File: config.mk
export PLATFORM = sky130hd
export DESIGN_NAME = ir_serial_port
export DESIGN_NICKNAME = d
export VERILOG_FILES = /design/src/rtl/ir_serial_pkg.sv /design/src/rtl/level_sync.sv /design/src/rtl/two_entry_buffer.sv /design/src/rtl/ir_serial_port.sv
export SDC_FILE = /design/constraint.sdc
export NUM_CORES = 1
export LEC_CHECK = 0
export ABC_AREA = 1
export BUFFER_PORTS_ARGS = -buffer_cell sky130_fd_sc_hd__buf_2
export CAP_MARGIN = 20
export CORE_UTILIZATION = 45
export CTS_CLUSTER_DIAMETER = 60
export DETAILED_ROUTE_END_ITERATION = 12
export PLACE_DENSITY = 0.72
export SETUP_SLACK_MARGIN = 0.4
export SLEW_MARGIN = 10
export SYNTH_ARGS = -nofsm -noshare
export SYNTH_HDL_FRONTEND = slang
export SYNTH_HIERARCHICAL = 1
export SYNTH_SLANG_ARGS = --single-unit
File: constraint.sdc
create_clock -name CLK_I -period 2.3 [get_ports CLK_I]
set_input_delay 0.345 -clock CLK_I [delete_from_list [all_inputs] [get_ports CLK_I]]
set_output_delay 0.345 -clock CLK_I [all_outputs]
set_load 0.01 [all_outputs]
File: src/rtl/ir_serial_pkg.sv
// Shared constants and state types for the infrared serial port block
`default_nettype none

package ir_serial_pkg;

   // Clock and serial timing
   localparam int          CLK_HZ         = 10_000_000;
   localparam int          CLK_PERIOD_NS  = 100;
   localparam int          BAUD_DEFAULT   = 9600;
   localparam int          OVERSAMPLE     = 16;
   localparam int          TICK_DIV       = CLK_HZ / (BAUD_DEFAULT * OVERSAMPLE);
   localparam int          DATA_W         = 8;

   // Positions inside one bit time in oversample ticks, then bit positions inside a frame
   localparam logic [3:0]  TICK_LAST      = 4'hF;
   localparam logic [3:0]  TICK_MID       = 4'h7;
   localparam logic [3:0]  IR_PULSE_TICKS = 4'h3;
   localparam logic [4:0]  IR_STRETCH     = 5'h10;
   localparam logic [2:0]  DATA_LAST      = 3'h7;
   localparam logic [3:0]  FRAME_LAST     = 4'h9;

   // Reset values
   localparam logic        LINE_IDLE      = 1'b1;
   localparam logic [9:0]  FRAME_IDLE     = 10'h3FF;

   // Channel numbers of the shared serial engines
   localparam int          CH_HOST        = 0;
   localparam int          CH_IR          = 1;

   typedef enum logic [1:0] {
      RX_IDLE  = 2'b00,
      RX_START = 2'b01,
      RX_DATA  = 2'b10,
      RX_STOP  = 2'b11
   } rx_state_type;

   typedef enum logic {
      TX_IDLE = 1'b0,
      TX_SEND = 1'b1
   } tx_state_type;

   typedef enum logic [1:0] {
      LINK_LOW_POWER = 2'b00,
      LINK_DISCONNECT = 2'b01,
      LINK_DISCOVERY = 2'b10,
      LINK_RESPONSE  = 2'b11
   } link_state_type;

endpackage

`default_nettype wire

File: src/rtl/level_sync.sv
// Two-flop synchroniser for a group of slow input levels
`default_nettype none

module level_sync #(
   parameter int          WIDTH = 1,
   parameter logic [WIDTH-1:0] RESET_VALUE = '1
) (
   input  wire logic             clk_i,      // System clock
   input  wire logic             arst_n_i,   // Async reset, active low
   input  wire logic [WIDTH-1:0] async_i,    // Raw levels
   output logic      [WIDTH-1:0] sync_o      // Levels in the clock domain
);

   logic [WIDTH-1:0] meta;

   // First stage feeds only the second stage
   genvar b;
   generate
      for (b = 0; b < WIDTH; b++) begin : g_bit
         always_ff @(posedge clk_i or negedge arst_n_i) begin
            if (!arst_n_i) begin
               meta[b]   <= RESET_VALUE[b];
               sync_o[b] <= RESET_VALUE[b];
            end else begin
               meta[b]   <= async_i[b];
               sync_o[b] <= meta[b];
            end
         end
      end
   endgenerate

endmodule

`default_nettype wire

File: src/rtl/two_entry_buffer.sv
// Two-entry valid/ready buffer between a serial receiver and a transmitter
`default_nettype none

module two_entry_buffer #(
   parameter int WIDTH = 8
) (
   input  wire logic             clk_i,      // System clock
   input  wire logic             arst_n_i,   // Async reset, active low
   input  wire logic             in_valid_i, // Word offered
   output logic                  in_ready_o, // Room for a word
   input  wire logic [WIDTH-1:0] in_data_i,  // Offered word
   output logic                  out_valid_o,// Word available
   input  wire logic             out_ready_i,// Consumer takes word
   output logic      [WIDTH-1:0] out_data_o, // Oldest word
   output logic      [1:0]       level_o     // Words held
);

   logic [WIDTH-1:0] store [2];
   logic             rd_ptr;
   logic             wr_ptr;
   logic [1:0]       count;

   wire push = in_valid_i && in_ready_o;
   wire pop  = out_valid_o && out_ready_i;

   // Honest flags straight from the count
   assign in_ready_o  = (count != 2'h2);
   assign out_valid_o = (count != 2'h0);
   assign out_data_o  = store[rd_ptr];
   assign level_o     = count;

   // Storage holds no reset: it is only read while the count says valid
   always_ff @(posedge clk_i) begin
      if (push) begin
         store[wr_ptr] <= in_data_i;
      end
   end

   // Pointers and fill count
   always_ff @(posedge clk_i or negedge arst_n_i) begin
      if (!arst_n_i) begin
         rd_ptr <= 1'b0;
         wr_ptr <= 1'b0;
         count  <= 2'h0;
      end else begin
         if (push) wr_ptr <= ~wr_ptr;
         if (pop)  rd_ptr <= ~rd_ptr;
         count <= count + {1'b0, push} - {1'b0, pop};
      end
   end

endmodule

`default_nettype wire

File: src/rtl/ir_serial_port.sv
// Host serial port of an infrared link controller, acting as a secondary station
//
// What this block does
// - Characters arriving from the host on the TX pin are received as async serial frames.
// - Characters received from the infrared link are sent to the host on the RX pin.
// - The ring input (low = ring present) is sampled and its state passed to the primary.
// - DSR is driven low while a link with a primary exists and high otherwise, set locally.
// - The DTR input (low = host system ready) is passed to the primary as its DSR bit.
// - CTS is low while host data can be taken and high otherwise; the host must then hold off.
// - RTS low from the host allows data toward the host; high holds it back locally.
// - The carrier input (low = carrier present) is passed to the primary as its CD bit.
// - Encoded bit pulses go to the optical transceiver and received pulses come back from it.
// - The block acts only as a secondary and never starts an infrared exchange itself.
// - The activity output is low when disconnected or in low power, high in discovery or link.
`default_nettype none

module ir_serial_port #(
   parameter int DATA_W   = ir_serial_pkg::DATA_W,
   parameter int TICK_DIV = ir_serial_pkg::TICK_DIV
) (
   input  wire logic CLK_I,                  // 10 MHz system clock
   input  wire logic ARST_N_I,               // Async reset from host, active low
   input  wire logic TX_I,                   // Serial data from host
   output logic      RX_O,                   // Serial data to host
   input  wire logic RI_N_I,                 // Ring indicate, active low
   output logic      DSR_N_O,                // Link established, active low
   input  wire logic DTR_N_I,                // Host system ready, active low
   output logic      CTS_N_O,                // Host may send, active low
   input  wire logic RTS_N_I,                // Host may receive, active low
   input  wire logic CD_N_I,                 // Carrier present, active low
   output logic      INFRARED_TX_OUT_O,      // Pulses to transceiver, high = light
   input  wire logic INFRARED_RX_IN_I,       // Pulses from transceiver, low = light
   output logic      PROTOCOL_ACTIVITY_OUT_O,// Discovery or link active
   input  wire logic STACK_ENABLE_I,         // Low puts the link into low power
   input  wire logic DISCOVERY_I,            // Pulse: primary discovery seen
   input  wire logic CONNECT_I,              // Pulse: primary opened the link
   input  wire logic DISCONNECT_I,           // Pulse: link closed
   output logic      RING_PRESENT_O,         // Ring state for the primary
   output logic      TERMINAL_READY_O,       // IrCOMM DSR bit for the primary
   output logic      CARRIER_PRESENT_O,      // IrCOMM CD bit for the primary
   output logic      CONTROL_CHANGE_O,       // Pulse: one of the three above changed
   output logic      OVERRUN_O               // Pulse: word lost, buffer full
);

   localparam int NCH = 2;

   // ---------------------------------------------------------------
   // Input synchronisers
   // ---------------------------------------------------------------
   logic [5:0] raw_in;
   logic [5:0] sync_in;
   wire        host_line = sync_in[0];
   wire        ir_pulse_n = sync_in[1];
   wire        ri_n       = sync_in[2];
   wire        dtr_n      = sync_in[3];
   wire        rts_n      = sync_in[4];
   wire        cd_n       = sync_in[5];

   assign raw_in = {CD_N_I, RTS_N_I, DTR_N_I, RI_N_I, INFRARED_RX_IN_I, TX_I};

   level_sync #(
      .WIDTH       (6),
      .RESET_VALUE (6'h3F)
   ) u_sync (
      .clk_i    (CLK_I),
      .arst_n_i (ARST_N_I),
      .async_i  (raw_in),
      .sync_o   (sync_in)
   );

   // ---------------------------------------------------------------
   // Oversample tick divider
   // ---------------------------------------------------------------
   logic [7:0] div_cnt;
   logic       tick;

   always_ff @(posedge CLK_I or negedge ARST_N_I) begin
      if (!ARST_N_I) begin
         div_cnt <= 8'h00;
         tick    <= 1'b0;
      end else begin
         tick    <= (div_cnt == 8'(TICK_DIV - 1));
         div_cnt <= (div_cnt == 8'(TICK_DIV - 1)) ? 8'h00 : div_cnt + 8'h01;
      end
   end

   // ---------------------------------------------------------------
   // Link state, secondary only: the primary moves it between disconnect, discovery and link; the stack enable moves it into and out of low power
   // ---------------------------------------------------------------
   ir_serial_pkg::link_state_type link_state;
   ir_serial_pkg::link_state_type next_link_state;
   wire linked = (link_state == ir_serial_pkg::LINK_RESPONSE);

   always_comb begin
      next_link_state = link_state;
      case (link_state)
         ir_serial_pkg::LINK_LOW_POWER: begin
            if (STACK_ENABLE_I) next_link_state = ir_serial_pkg::LINK_DISCONNECT;
         end
         ir_serial_pkg::LINK_DISCONNECT: begin
            if (DISCOVERY_I) next_link_state = ir_serial_pkg::LINK_DISCOVERY;
         end
         ir_serial_pkg::LINK_DISCOVERY: begin
            if (DISCONNECT_I)   next_link_state = ir_serial_pkg::LINK_DISCONNECT;
            else if (CONNECT_I) next_link_state = ir_serial_pkg::LINK_RESPONSE;
         end
         default: begin
            if (DISCONNECT_I) next_link_state = ir_serial_pkg::LINK_DISCONNECT;
         end
      endcase
      if (!STACK_ENABLE_I) next_link_state = ir_serial_pkg::LINK_LOW_POWER;
   end

   // Link state and the outputs derived from it, all from flops
   always_ff @(posedge CLK_I or negedge ARST_N_I) begin
      if (!ARST_N_I) begin
         link_state              <= ir_serial_pkg::LINK_LOW_POWER;
         DSR_N_O                 <= 1'b1;
         PROTOCOL_ACTIVITY_OUT_O <= 1'b0;
      end else begin
         link_state              <= next_link_state;
         DSR_N_O                 <= (next_link_state != ir_serial_pkg::LINK_RESPONSE);
         PROTOCOL_ACTIVITY_OUT_O <= next_link_state[1];
      end
   end

   // ---------------------------------------------------------------
   // Modem lines forwarded to the primary
   // ---------------------------------------------------------------
   wire [2:0] next_ctrl = {~cd_n, ~dtr_n, ~ri_n};

   always_ff @(posedge CLK_I or negedge ARST_N_I) begin
      if (!ARST_N_I) begin
         RING_PRESENT_O    <= 1'b0;
         TERMINAL_READY_O  <= 1'b0;
         CARRIER_PRESENT_O <= 1'b0;
         CONTROL_CHANGE_O  <= 1'b0;
      end else begin
         RING_PRESENT_O    <= next_ctrl[0];
         TERMINAL_READY_O  <= next_ctrl[1];
         CARRIER_PRESENT_O <= next_ctrl[2];
         CONTROL_CHANGE_O  <= (next_ctrl != {CARRIER_PRESENT_O, TERMINAL_READY_O,
                                             RING_PRESENT_O});
      end
   end

   // ---------------------------------------------------------------
   // Infrared receive: stretch each pulse over one bit time so the
   // shared receiver sees an ordinary low bit
   // ---------------------------------------------------------------
   logic       ir_pulse_prev;
   logic [4:0] ir_hold;
   wire        ir_edge = ir_pulse_prev && !ir_pulse_n;

   always_ff @(posedge CLK_I or negedge ARST_N_I) begin
      if (!ARST_N_I) begin
         ir_pulse_prev <= ir_serial_pkg::LINE_IDLE;
         ir_hold       <= 5'h00;
      end else begin
         ir_pulse_prev <= ir_pulse_n;
         if (ir_edge)                         ir_hold <= ir_serial_pkg::IR_STRETCH;
         else if (tick && ir_hold != 5'h00)   ir_hold <= ir_hold - 5'h01;
      end
   end

   // ---------------------------------------------------------------
   // Receivers: channel 0 host TX pin, channel 1 infrared
   // ---------------------------------------------------------------
   logic [NCH-1:0]    rx_line;
   logic [NCH-1:0]    rx_done;
   logic [DATA_W-1:0] rx_shift [NCH];
   ir_serial_pkg::rx_state_type rx_state [NCH];
   logic [3:0]        rx_tcnt [NCH];
   logic [2:0]        rx_bcnt [NCH];

   assign rx_line[ir_serial_pkg::CH_HOST] = host_line;
   assign rx_line[ir_serial_pkg::CH_IR]   = (ir_hold == 5'h00);

   genvar c;
   generate
      for (c = 0; c < NCH; c++) begin : g_rx
         // Start, mid-bit sampling, stop check; a bad stop bit drops the word
         always_ff @(posedge CLK_I or negedge ARST_N_I) begin
            if (!ARST_N_I) begin
               rx_state[c] <= ir_serial_pkg::RX_IDLE;
               rx_tcnt[c]  <= 4'h0;
               rx_bcnt[c]  <= 3'h0;
               rx_shift[c] <= '0;
               rx_done[c]  <= 1'b0;
            end else begin
               rx_done[c] <= 1'b0;
               if (tick) begin
                  rx_tcnt[c] <= rx_tcnt[c] + 4'h1;
                  case (rx_state[c])
                     ir_serial_pkg::RX_IDLE: begin
                        rx_tcnt[c] <= 4'h0;
                        if (!rx_line[c]) rx_state[c] <= ir_serial_pkg::RX_START;
                     end
                     ir_serial_pkg::RX_START: begin
                        if (rx_tcnt[c] == ir_serial_pkg::TICK_MID) begin
                           rx_tcnt[c]  <= 4'h0;
                           rx_bcnt[c]  <= 3'h0;
                           rx_state[c] <= rx_line[c] ? ir_serial_pkg::RX_IDLE
                                                     : ir_serial_pkg::RX_DATA;
                        end
                     end
                     ir_serial_pkg::RX_DATA: begin
                        if (rx_tcnt[c] == ir_serial_pkg::TICK_LAST) begin
                           rx_shift[c] <= {rx_line[c], rx_shift[c][DATA_W-1:1]};
                           rx_bcnt[c]  <= rx_bcnt[c] + 3'h1;
                           if (rx_bcnt[c] == ir_serial_pkg::DATA_LAST)
                              rx_state[c] <= ir_serial_pkg::RX_STOP;
                        end
                     end
                     default: begin
                        if (rx_tcnt[c] == ir_serial_pkg::TICK_LAST) begin
                           rx_done[c]  <= rx_line[c];
                           rx_state[c] <= ir_serial_pkg::RX_IDLE;
                        end
                     end
                  endcase
               end
            end
         end
      end
   endgenerate

   // ---------------------------------------------------------------
   // Buffers: host to infrared, infrared to host
   // ---------------------------------------------------------------
   logic [NCH-1:0]    buf_in_valid;
   logic [NCH-1:0]    buf_in_ready;
   logic [NCH-1:0]    buf_out_valid;
   logic [NCH-1:0]    buf_out_ready;
   logic [DATA_W-1:0] buf_out_data [NCH];
   logic [1:0]        buf_level [NCH];

   // Only data carried over an open link is accepted
   assign buf_in_valid = rx_done & {NCH{linked}};

   generate
      for (c = 0; c < NCH; c++) begin : g_buf
         two_entry_buffer #(
            .WIDTH (DATA_W)
         ) u_buf (
            .clk_i       (CLK_I),
            .arst_n_i    (ARST_N_I),
            .in_valid_i  (buf_in_valid[c]),
            .in_ready_o  (buf_in_ready[c]),
            .in_data_i   (rx_shift[c]),
            .out_valid_o (buf_out_valid[c]),
            .out_ready_i (buf_out_ready[c]),
            .out_data_o  (buf_out_data[c]),
            .level_o     (buf_level[c])
         );
      end
   endgenerate

   // Hold the host off once a word waits, leaving a spare entry for a
   // character the host had already begun when CTS rose
   always_ff @(posedge CLK_I or negedge ARST_N_I) begin
      if (!ARST_N_I) begin
         CTS_N_O   <= 1'b1;
         OVERRUN_O <= 1'b0;
      end else begin
         CTS_N_O   <= !linked || (buf_level[ir_serial_pkg::CH_HOST] != 2'h0);
         OVERRUN_O <= |(buf_in_valid & ~buf_in_ready);
      end
   end

   // ---------------------------------------------------------------
   // Transmitters: channel 0 to host RX, channel 1 to infrared.
   // Host-bound words come from the infrared buffer and vice versa.
   // ---------------------------------------------------------------
   logic [9:0]  tx_shift [NCH];
   logic [3:0]  tx_tcnt [NCH];
   logic [3:0]  tx_bcnt [NCH];
   ir_serial_pkg::tx_state_type tx_state [NCH];
   logic [NCH-1:0] tx_go;
   logic [NCH-1:0] tx_permit;

   assign tx_permit[ir_serial_pkg::CH_HOST] = !rts_n;
   assign tx_permit[ir_serial_pkg::CH_IR]   = linked;

   generate
      for (c = 0; c < NCH; c++) begin : g_tx
         assign tx_go[c] = tick && (tx_state[c] == ir_serial_pkg::TX_IDLE) && tx_permit[c]
                           && buf_out_valid[NCH-1-c];
         assign buf_out_ready[NCH-1-c] = tx_go[c];

         // Start, data low bit first, stop; frames begin on a tick so no bit is short
         always_ff @(posedge CLK_I or negedge ARST_N_I) begin
            if (!ARST_N_I) begin
               tx_state[c] <= ir_serial_pkg::TX_IDLE;
               tx_shift[c] <= ir_serial_pkg::FRAME_IDLE;
               tx_tcnt[c]  <= 4'h0;
               tx_bcnt[c]  <= 4'h0;
            end else if (tx_go[c]) begin
               tx_state[c] <= ir_serial_pkg::TX_SEND;
               tx_shift[c] <= {1'b1, buf_out_data[NCH-1-c], 1'b0};
               tx_tcnt[c]  <= 4'h0;
               tx_bcnt[c]  <= 4'h0;
            end else if (tick && tx_state[c] == ir_serial_pkg::TX_SEND) begin
               tx_tcnt[c] <= tx_tcnt[c] + 4'h1;
               if (tx_tcnt[c] == ir_serial_pkg::TICK_LAST) begin
                  tx_shift[c] <= {1'b1, tx_shift[c][9:1]};
                  tx_bcnt[c]  <= tx_bcnt[c] + 4'h1;
                  if (tx_bcnt[c] == ir_serial_pkg::FRAME_LAST)
                     tx_state[c] <= ir_serial_pkg::TX_IDLE;
               end
            end
         end
      end
   endgenerate

   // Line to host straight from the shifter; infrared sends a short pulse
   // at the head of each zero bit and stays dark for ones and idle
   assign RX_O = tx_shift[ir_serial_pkg::CH_HOST][0];

   always_ff @(posedge CLK_I or negedge ARST_N_I) begin
      if (!ARST_N_I) begin
         INFRARED_TX_OUT_O <= 1'b0;
      end else begin
         INFRARED_TX_OUT_O <= !tx_shift[ir_serial_pkg::CH_IR][0]
                              && (tx_tcnt[ir_serial_pkg::CH_IR] < ir_serial_pkg::IR_PULSE_TICKS);
      end
   end

endmodule

`default_nettype wire

======== After elaboration in Yosys (flattened, before gate mapping) ========
Memory sizes are Yosys's and may differ from the RTL's.
Cells that the tools add are included.
storage, ports and cells
  word-level logic and storage cells ...... 227
  memories ................................ 2
  bits in writable memories ............... 32
  register bits after elaboration ......... 120
operators by class
  $lt $le $gt $ge ......................... 1
  reduce and logical (&&, ||, !) cells .... 51
  eq/ne operators ......................... 30
  mux-type cells .......................... 67
  add/subtract/negate cells ............... 14
  bitwise logic cells ..................... 12
memories
  memory                words  width  read ports  clocked after Yosys merged registers in  wr ports  line                    text
  g_buf[0].u_buf.store  2      8      1           0                                        1         two_entry_buffer.sv:18  logic [WIDTH-1:0] store [2];
  g_buf[1].u_buf.store  2      8      1           0                                        1         two_entry_buffer.sv:18
operators by type and width
  cell                   count
  $mux W10               6
  $mux W4                12
  $mux W2                17
  $add A4 B1 Y4 const B  6
  $eq A4 B4 Y1 const B   6
  $ne A2 B2 Y1 const B   11
  $reduce_bool A2 Y1     11
  $mux W1                18
  $pmux W2 S3            3
  $pmux W4 S2            2
  $logic_and A1 B1 Y1    15
  $mux W3                4
  $pmux W3 S2            2
  $reduce_and A3 Y1      4
  $reduce_and A6 Y1      2
  $mux W5                2
  $not A1 Y1             9
  $add A8 B1 Y8 const B  1
  $eq A2 B2 Y1 const B   4
  $eq A4 B3 Y1 const B   2
  $eq A8 B7 Y1 const B   1
  $mux W8                1
  $reduce_and A4 Y1      2
  $add A3 B1 Y3 const B  2
  other kinds (18)       32

======== Longest topological paths before layout ========
Gate-level depths: netlist (run 1).
  depth in word-level cells ............... 6
  mapped depth ............................ 15

======== Cells and area by module ========
The synthesis (run 1) kept the hierarchy.
by module, submodules not included
  module                              cells each  area each (um^2)  seq. area each (um^2)  instances
  ir_serial_port                      520         4539.4            2453.6                 1
  two_entry_buffer at g_buf[1].u_buf  73          828.3             580.6                  1
  two_entry_buffer at g_buf[0].u_buf  73          822.0             580.6                  1
  level_sync                          12          315.3             315.3                  1

======== Least setup slack after synthesis (run 1) ========
No wires, ideal clock.
  path type ............................... flip-flop to flip-flop
  from .................................... register tick
  to ...................................... register g_buf[0].u_buf.count[1]
  period minus slack after synthesis ...... 1.717 ns
  setup slack ............................. 0.583 ns
  library setup time ...................... 0.116 ns
  stages on the path, launching flop included .. 15
  data arrival time ....................... 1.601 ns
  required time ........................... 2.184 ns
  cell sequence ........................... dfrtp_1 inv_2 nor2_2 nand3_4 inv_2 inv_1 nor2_2 nand2_2 nand2_1 ha_1 inv_1 nand2_1 nand2_2 nand3_1 nand2_1
on the way
  longest elaborated chain between the ends .. 5
RTL lines
  what                               line                    text
  start: declaration                 ir_serial_port.sv:75    logic tick;
  start signal: assignment           ir_serial_port.sv:82    tick <= (div_cnt == 8'(TICK_DIV - 1));
  $logic_and A1 B1 Y1 (2 in series)  ir_serial_port.sv:287   assign tx_go[c] = tick && (tx_state[c] == ir_serial_pkg::TX_IDLE) && tx_permit[c]
  $logic_and A1 B1 Y1                ir_serial_port.sv:288   && buf_out_valid[NCH-1-c];
  named net buf_out_ready[0]         ir_serial_port.sv:234   logic [NCH-1:0] buf_out_ready;
  $logic_and A1 B1 Y1                two_entry_buffer.sv:24  wire pop = out_valid_o && out_ready_i;
  $sub A2 B1 Y2                      two_entry_buffer.sv:48  count <= count + {1'b0, push} - {1'b0, pop};
  end signal: assignment             two_entry_buffer.sv:48
  end: declaration                   two_entry_buffer.sv:21  logic [1:0] count;
The timed path passes the listed nets, and every way through them passes these cells.
A chain may end at the register's enable or synchronous reset.

==> impl_metrics.py, run 1 <==
metrics = {
    "min_path": {
        "hold_class": "input port to flop",
        "min-delay-start": "RTS_N_I",
    },
    "logic_synthesis": {
        "synthTopCellsByCount": "nand2_1 (211), dfrtp_1 (84), inv_1 (64)",
        "netlist.area_leader.share": 0.3231,
        "syn_inst": 678,
        "synthFlopType": "dfrtp_1",
        "async_flop_share": 0.7852,
        "synth_top_family_by_area": "simple AND/OR/NAND/NOR gates",
        "synth.ff_latch_count": 149,
        "yosys.area_share.simple": 0.2372,
        "ys_types": 38,
        "synth_nets": 708,
        "synthXorXnorAreaFrac": 0.02693,
        "yosysWarnings": 6,
        "yosysSeqAreaShare": 0.6042,
        "yosysTopAreaCell": "dfrtp_1",
        "synth_compound_area_frac": 0.03905,
        "synth.most_common_cell": "nand2_1",
        "synth_edf_count": 32,
        "synth_fa_ha_area_frac": 0.03462,
        "muxShareOfSynthArea": 0.001731,
        "syn_area_um2": 6505,
        "syn_avg_cell_area_um2": 9.594,
        "ys_top_cells_by_area": "dfrtp_1 (32%), edfxtp_1 (15%), dfstp_2 (13%)",
    },
    "sta": {
        "setup_tns_ns": 0,
        "rsz0062_at_grt": "true",
        "period_needed_ns": 1.756,
        "skew_ns": 0.005638,
        "fmax_ghz": 0.5695,
        "setup_violations": 0,
        "finalCritPeriodShare": 0.7635,
        "tightestPinTransition_ns": 0.4629,
        "hold_viol": 0,
        "slew_headroom": 0.6911,
        "drv_slew": 0,
    },
    "die": {
        "die_x_um": 122.2,
        "num_rows": 43,
        "die_area_um2": 14940,
        "core_um2": 13990,
        "io_pins": 22,
        "dieHeight_um": 122.2,
        "floorplan.initialDensity": 0.4650,
    },
    "global_routing": {
        "grt_start_max_net_pins": 57,
        "antenna_found_initial": 0,
        "grt_pass1_vias": 4489,
        "grt_use_total": 0.1739,
        "grt_pass1_wl_um": 19910,
        "grt_overflow": 0,
    },
    "cts": {
        "numCtsBuffers": 17,
        "path_clk_slew_ns": 0.06,
        "htreeDepth": 4,
        "cts_buffer_depth": 2,
        "cts_tree": "done",
        "root_buffer": "clkbuf_16",
        "cts_sinks": 149,
        "insertion_delay_ns": 0.42,
    },
    "route": {
        "drt-initial-drc-count": 344,
        "first_pass_iters": 5,
        "via_per_inst": 4.915,
        "route.detailed.drc": 0,
        "drt_wl_total_um": 11450,
        "vias": 4473,
        "routedWlPerCell_um": 12.58,
        "ant_nets": 0,
    },
    "setup_path": {
        "crit_slowest_cell": "dfrtp_1",
        "crit_chain": "nand2_1, inv_2, nand3_4, inv_6, inv_1, nor2_2, nand2_2, nand2_1, ha_1, inv_1, nand2_1, nand2_2, nand3_1, nand2_1",
        "max_stage_delay_ns": 0.38,
        "cp-start-kind": "flop",
        "cp-startpoint": "PROTOCOL_ACTIVITY_OUT_O",
        "worstSetupEndpointType": "flop",
        "path_max_fanout": 11,
        "arrival_ns": 2.07,
        "path_class": "flop to flop",
        "crit_required_ns": 2.62,
        "regToRegStartpoint": "PROTOCOL_ACTIVITY_OUT_O",
        "crit_path_frequent_cell": "nand2_1",
        "rrSetupSlack_ns": 0.54,
    },
    "placed_design": {
        "port_buffers": 21,
        "gp_congestion": 0.8466,
        "hpwlAfterDp_um": 7732,
    },
    "run_status": {
        "status": "finished, final reports clean",
    },
    "power_and_ir_drop": {
        "p_per_area_nw_per_um2": 741.4,
        "ir_drop_mv": 0.5837,
        "power_leakage_nw": 3.485,
        "total_power_mw": 5.525,
    },
    "cells_and_area": {
        "drive_above_1_share": 0.1767,
        "area_growth_pct": 14.56,
        "fillers": 1251,
        "antenna_cells": 0,
        "layout.nets": 747,
    },
    "run": {
        "drv_cap": 0,
    },
}
[placed cells by master (no fill, tap or decap), drive strengths merged]
| cell | netlist | layout |
|---|---|---|
| a31oi | 1 | 1 |
| dlygate4sd3 | 0 | 4 |
| nor4 | 1 | 1 |
| inv | 74 | 74 |
| clkinvlp | 0 | 2 |
| or2 | 2 | 2 |
| edfxtp | 32 | 32 |
| ha | 18 | 18 |
| nand3 | 64 | 64 |
| nand4 | 8 | 8 |
| xor2 | 16 | 16 |
| dfrtp | 84 | 84 |
| a21oi | 10 | 10 |
| bufinv | 0 | 2 |
| and3b | 1 | 1 |
| nor2 | 46 | 46 |
| nand3b | 1 | 1 |
| o211ai | 1 | 1 |
| buf | 11 | 28 |
| clkbuf | 1 | 20 |
| o21ai | 33 | 33 |
| o22ai | 2 | 2 |
| o32ai | 1 | 1 |
| nor3 | 6 | 6 |
| mux2 | 1 | 1 |
| nand2 | 226 | 226 |
| dfstp | 33 | 33 |
| clkinv | 1 | 9 |
| xnor2 | 4 | 4 |
[timing repair]
item / CTS / global route
resized for setup: 1 / 7
endpoints found under the setup margin: 1 / 19
endpoints found under the hold margin: 23 / 1
buffers inserted: 0 / 2
hold buffers: 3 / 1
[state kept, by name, summed over array words and instances (netlist names), 4 cells and up]
signal,count
ir_hold,5
u_sync/sync_o,6
tx_bcnt,8
rx_state,4
tx_tcnt,8
rx_bcnt,6
div_cnt,8
u_sync/meta,6
g_buf.u_buf/level_o,4
g_buf.u_buf/store,32
rx_shift,16
tx_shift,17
rx_tcnt,8
[cell type report]
| class | instances | area (µm²) | area share |
|---|---|---|---|
| Clock buffer | 20 | 436.7 | 0.05860 |
| Multi-Input combinational cell | 442 | 2218 | 0.2977 |
| Inverter | 75 | 291.5 | 0.03912 |
| Timing Repair Buffer | 32 | 216.5 | 0.02905 |
| Clock inverter | 12 | 133.9 | 0.01797 |
| Sequential cell | 149 | 3930 | 0.5274 |
| Tap cell | 180 | 225.2 | 0.03022 |
[per-layer routing]
metal / GRT usage / wire [µm] / vias to the layer above
met5: 0 / 0 / -
met4: 0.06555 / 137 / 0
met3: 0.05483 / 423 / 8
met2: 0.2805 / 5522 / 76
met1: 0.2186 / 5369 / 2141
li1: - / - / 2248
[kinds of logic after synthesis]
logic type | count (synthesis)
compound gates | 48
buf+inv | 87
mux | 1
flops | 149
simple gates | 355
xor+xnor | 20
fa+ha+maj | 18
[report_power, final]
part / internal [mW] / total, mW / switching (mW)
clock: 1.60 / 2.66 / 1.07
sequential: 2.73 / 2.75 / 0.0186
combinational: 0.0401 / 0.114 / 0.0735
total: 4.37 / 5.52 / 1.16
[worst max-delay path: cells and delay by family (launching register included)]
family | cells | cell delay [ns]
buffers and inverters | 4 | 0.32
and+or+nand+nor | 9 | 0.79
DFF | 1 | 0.38
adders and majority gates | 1 | 0.16
[worst paths after layout]
| kind | end | cells past startpoint |
|---|---|---|
| worst max-delay path | g_buf[0].u_buf/level_o[1] | 14 |
| worst min-delay path | u_sync/meta[4] | 1 |
| worst max register to register | g_buf[0].u_buf/level_o[1] | 14 |
| worst min register to register | u_sync/sync_o[1] | 0 |
| max in group asynchronous | tx_shift[11] | 3 |
| min in group asynchronous | tx_bcnt[5] | 2 |
[stage by stage]
| stage | area, µm² | std cells | util | setup slack, ns | hold slack (ns) |
|---|---|---|---|---|---|
| final | 7452 | 910 | 0.5327 | 0.5440 | 0.01872 |
| after global routing | 7452 | 910 | 0.5327 | 0.3335 | 0.001650 |
| after CTS | 7408 | 907 | 0.5296 | 0.4088 | 0.0007548 |
| after detailed placement | 6805 | 872 | 0.4865 | 0.3882 | 0.3217 |
| after global placement | 6805 | 872 | 0.4865 | 0.4964 | 0.3225 |
| after floorplan | 6505 | 678 | - | 0.5826 | 0.04941 |
No activity file was read; power rests on OpenSTA's default activity.
==> run 2: changes to the inputs <==
==> constraint.sdc (replaced) <==
create_clock -name CLK_I -period 1.7 [get_ports CLK_I]
set_input_delay 0.255 -clock CLK_I [delete_from_list [all_inputs] [get_ports CLK_I]]
set_output_delay 0.255 -clock CLK_I [all_outputs]
set_load 0.01 [all_outputs]
==> run 2 against run 1 <==
  * Die area stayed put
  * Power grew 38%
  * Design area up 17%
  * Combinational power grew 67%
  * Register-to-register slack lost 0.42 ns
  * Highest routed layer unchanged
  * Sequential power increased by 35%
  * First-iteration DRC count increased by 11%
  * Clock skew rose by 0.00083 ns
  * Cell count grew 6.3%
  * Via count rose by 8.8%
  * Maximum frequency is 12% higher
  * Global-route usage up 0.68 points
==> impl_metrics.py, run 2 (synthesis results as in run 1) <==
metrics = {
    "power_and_ir_drop": {
        "power_switching_share": 0.2160,
        "combPwrFrac": 0.025,
        "p_seq_frac": 0.488,
        "p_per_area_nw_per_um2": 878.5,
        "clockPowerShare": 0.487,
        "power_leakage_nw": 3.954,
        "switching_power_mw": 1.648,
        "ir_drop_mv": 0.6859,
        "intPower_mw": 5.981,
    },
    "die": {
        "dieHeight_um": 122.2,
        "die_area_um2": 14940,
        "floorplan.initialDensity": 0.4650,
        "num_rows": 43,
        "io_pins": 22,
        "core_um2": 13990,
        "die_x_um": 122.2,
    },
    "cts": {
        "path_clk_slew_ns": 0.06,
        "root_buffer": "clkbuf_16",
        "cts_sinks": 149,
        "insertion_delay_ns": 0.42,
        "numCtsBuffers": 17,
        "cts_tree": "done",
        "cts_buffer_depth": 2,
        "htreeDepth": 4,
    },
    "sta": {
        "finalCritPeriodShare": 0.9263,
        "drv_slew": 0,
        "tightestPinTransition_ns": 0.4422,
        "setup_violations": 0,
        "setup_tns_ns": 0,
        "skew_ns": 0.006471,
        "rsz0062_at_grt": "true",
        "fmax_ghz": 0.6350,
        "slew_headroom": 0.7052,
        "period_needed_ns": 1.575,
        "hold_viol": 0,
    },
    "setup_path": {
        "crit_family": "flip-flops",
        "arrival_ns": 1.89,
        "crit_chain": "buf_6, buf_8, nand3_4, inv_2, nand2_2, inv_2, ha_4, inv_2, ha_4, nand3_2, nand2_1",
        "cp-start-kind": "flop",
        "cp.depth": 11,
        "crit_buf_inv": 5,
        "regToRegStartpoint": "tick",
        "crit_path_frequent_cell": "inv_2",
        "path_max_fanout": 4,
        "path_class": "flop to flop",
        "rr_worst_depth": 11,
        "rr_endpoint": "g_buf[1].u_buf/level_o[1]",
        "crit_path_end": "g_buf[1].u_buf/level_o[1]",
        "max_stage_delay_ns": 0.44,
        "rrSetupSlack_ns": 0.13,
        "worstSetupEndpointType": "flop",
        "crit_slowest_cell": "dfrtp_2",
        "cp-startpoint": "tick",
        "crit_required_ns": 2.01,
    },
    "route": {
        "drt-initial-drc-count": 383,
        "route.detailed.drc": 0,
        "ant_nets": 0,
        "drt_wl_total_um": 13700,
        "routedWlPerCell_um": 14.16,
        "first_pass_iters": 5,
        "vias": 4867,
        "via_per_inst": 5.033,
    },
    "placed_design": {
        "dpl.cell_count": 883,
        "port_buffers": 21,
        "hpwlAfterDp_um": 7854,
        "gp_congestion": 0.8285,
    },
    "global_routing": {
        "grt_use_total": 0.1807,
        "grt_start_max_net_pins": 38,
        "grt_pass1_vias": 4760,
        "antenna_found_initial": 0,
        "grt_overflow": 0,
        "grt_pass1_wl_um": 21070,
    },
    "cells_and_area": {
        "utilization": 0.6208,
        "mostFrequentLayoutCells": "nand2_1 (175), dfrtp_1 (80), inv_1 (51)",
        "largest_reg_flops": 32,
        "fin_cells": 967,
        "antenna_cells": 0,
        "layout.nets": 804,
        "fillers": 1042,
        "drive_above_1_share": 0.3863,
        "top_register": "g_buf.u_buf/store",
        "largestRegisters": "g_buf.u_buf/store (32), tx_shift (17), rx_shift (16)",
        "area_growth_pct": 33.51,
        "final_common_cell": "nand2_1",
    },
    "min_path": {
        "min-delay-start": "STACK_ENABLE_I",
        "hold_class": "input port to flop",
    },
    "run": {
        "drv_cap": 0,
    },
    "run_status": {
        "status": "finished, final reports clean",
    },
}
## run 2: cell types whose count changed in the layout (fill, tap and decap cells not counted), moves of 9 or more
cell | before | now
buf_4 | 6 | 39
ha_1 | 18 | 9
nand2_4 | 3 | 13
nor2_1 | 38 | 28
o21ai_2 | 0 | 14
buf_6 | 1 | 15
nor2_4 | 0 | 11
nand3_1 | 62 | 35
nand2_1 | 211 | 175
nand3_2 | 1 | 22
o21ai_0 | 32 | 8
inv_1 | 63 | 51
nand2_2 | 12 | 39
## run 2: worst min-delay path by stage
stage / to / slack [ns] / cells after the start
global route: PROTOCOL_ACTIVITY_OUT_O / 0.07 / 3
CTS: PROTOCOL_ACTIVITY_OUT_O / 0.06 / 3
global placement: CARRIER_PRESENT_O / 0.22 / 1
finish: PROTOCOL_ACTIVITY_OUT_O / 0.07 / 3
detailed placement: CARRIER_PRESENT_O / 0.22 / 1
floorplan: CARRIER_PRESENT_O / -0.04 / 0
## run 2: cell type report
cell class | count | area (µm²) | area share
repair buffers | 86 | 762.0 | 0.08774
clock buffers | 18 | 439.2 | 0.05057
well taps | 180 | 225.2 | 0.02593
repair inverters | 1 | 8.758 | 0.001009
inverters | 75 | 329.1 | 0.03789
clock inverters | 14 | 152.6 | 0.01758
flip-flops and latches | 149 | 3935 | 0.4531
multi-input cells | 444 | 2833 | 0.3262
## run 2: per-stage QoR
step | worst slack [ns] | hold WS (ns) | instance area [µm²] | total power, mW
5_1_grt | 0.07143 | 0.07010 | 8685 | 7.867
3_3_place_gp | 0.1613 | 0.2187 | 6997 | 3.934
4_1_cts | 0.1906 | 0.05727 | 7985 | 7.681
3_5_place_dp | 0.06928 | 0.2244 | 6997 | 3.943
6_report | 0.1252 | 0.06927 | 8685 | 7.629
2_1_floorplan | 0.08026 | -0.04059 | 6605 | 3.836
## run 2: worst reg2reg max path, stage by stage (launching register included)
cell	delay (ns)
dfrtp_2	0.44
buf_6	0.13
buf_8	0.12
nand3_4	0.07
inv_2	0.05
nand2_2	0.06
inv_2	0.04
ha_4	0.25
inv_2	0.04
ha_4	0.15
nand3_2	0.07
nand2_1	0.06
## run 2: repair_timing
action | in CTS | in global routing
endpoints found under the hold margin | 26 | 0
endpoints found under the setup margin | 91 | 103
pin swaps | 12 | 43
gates cloned | 3 | 5
gates resized for setup | 47 | 147
hold buffers | 7 | 0
buffers inserted | 15 | 22
## run 2: power by group through the flow
| stage | Sequential [mW] | Clock, mW | Combinational (mW) |
|---|---|---|---|
| 5_1_grt | 3.72 | 3.93 | 0.216 |
| 3_3_place_gp | 3.78 | 0 | 0.153 |
| 6_report | 3.72 | 3.72 | 0.190 |
| 3_5_place_dp | 3.78 | 0 | 0.159 |
| 2_1_floorplan | 3.78 | 0 | 0.0535 |
| 4_1_cts | 3.72 | 3.78 | 0.182 |
## run 2: layer usage
layer	GRT usage	share of wire	wire length, µm
met5	0	0	0
met4	0.06174	0.018	241
met3	0.04879	0.030	409
met2	0.3079	0.53	7196
met1	0.2207	0.43	5850
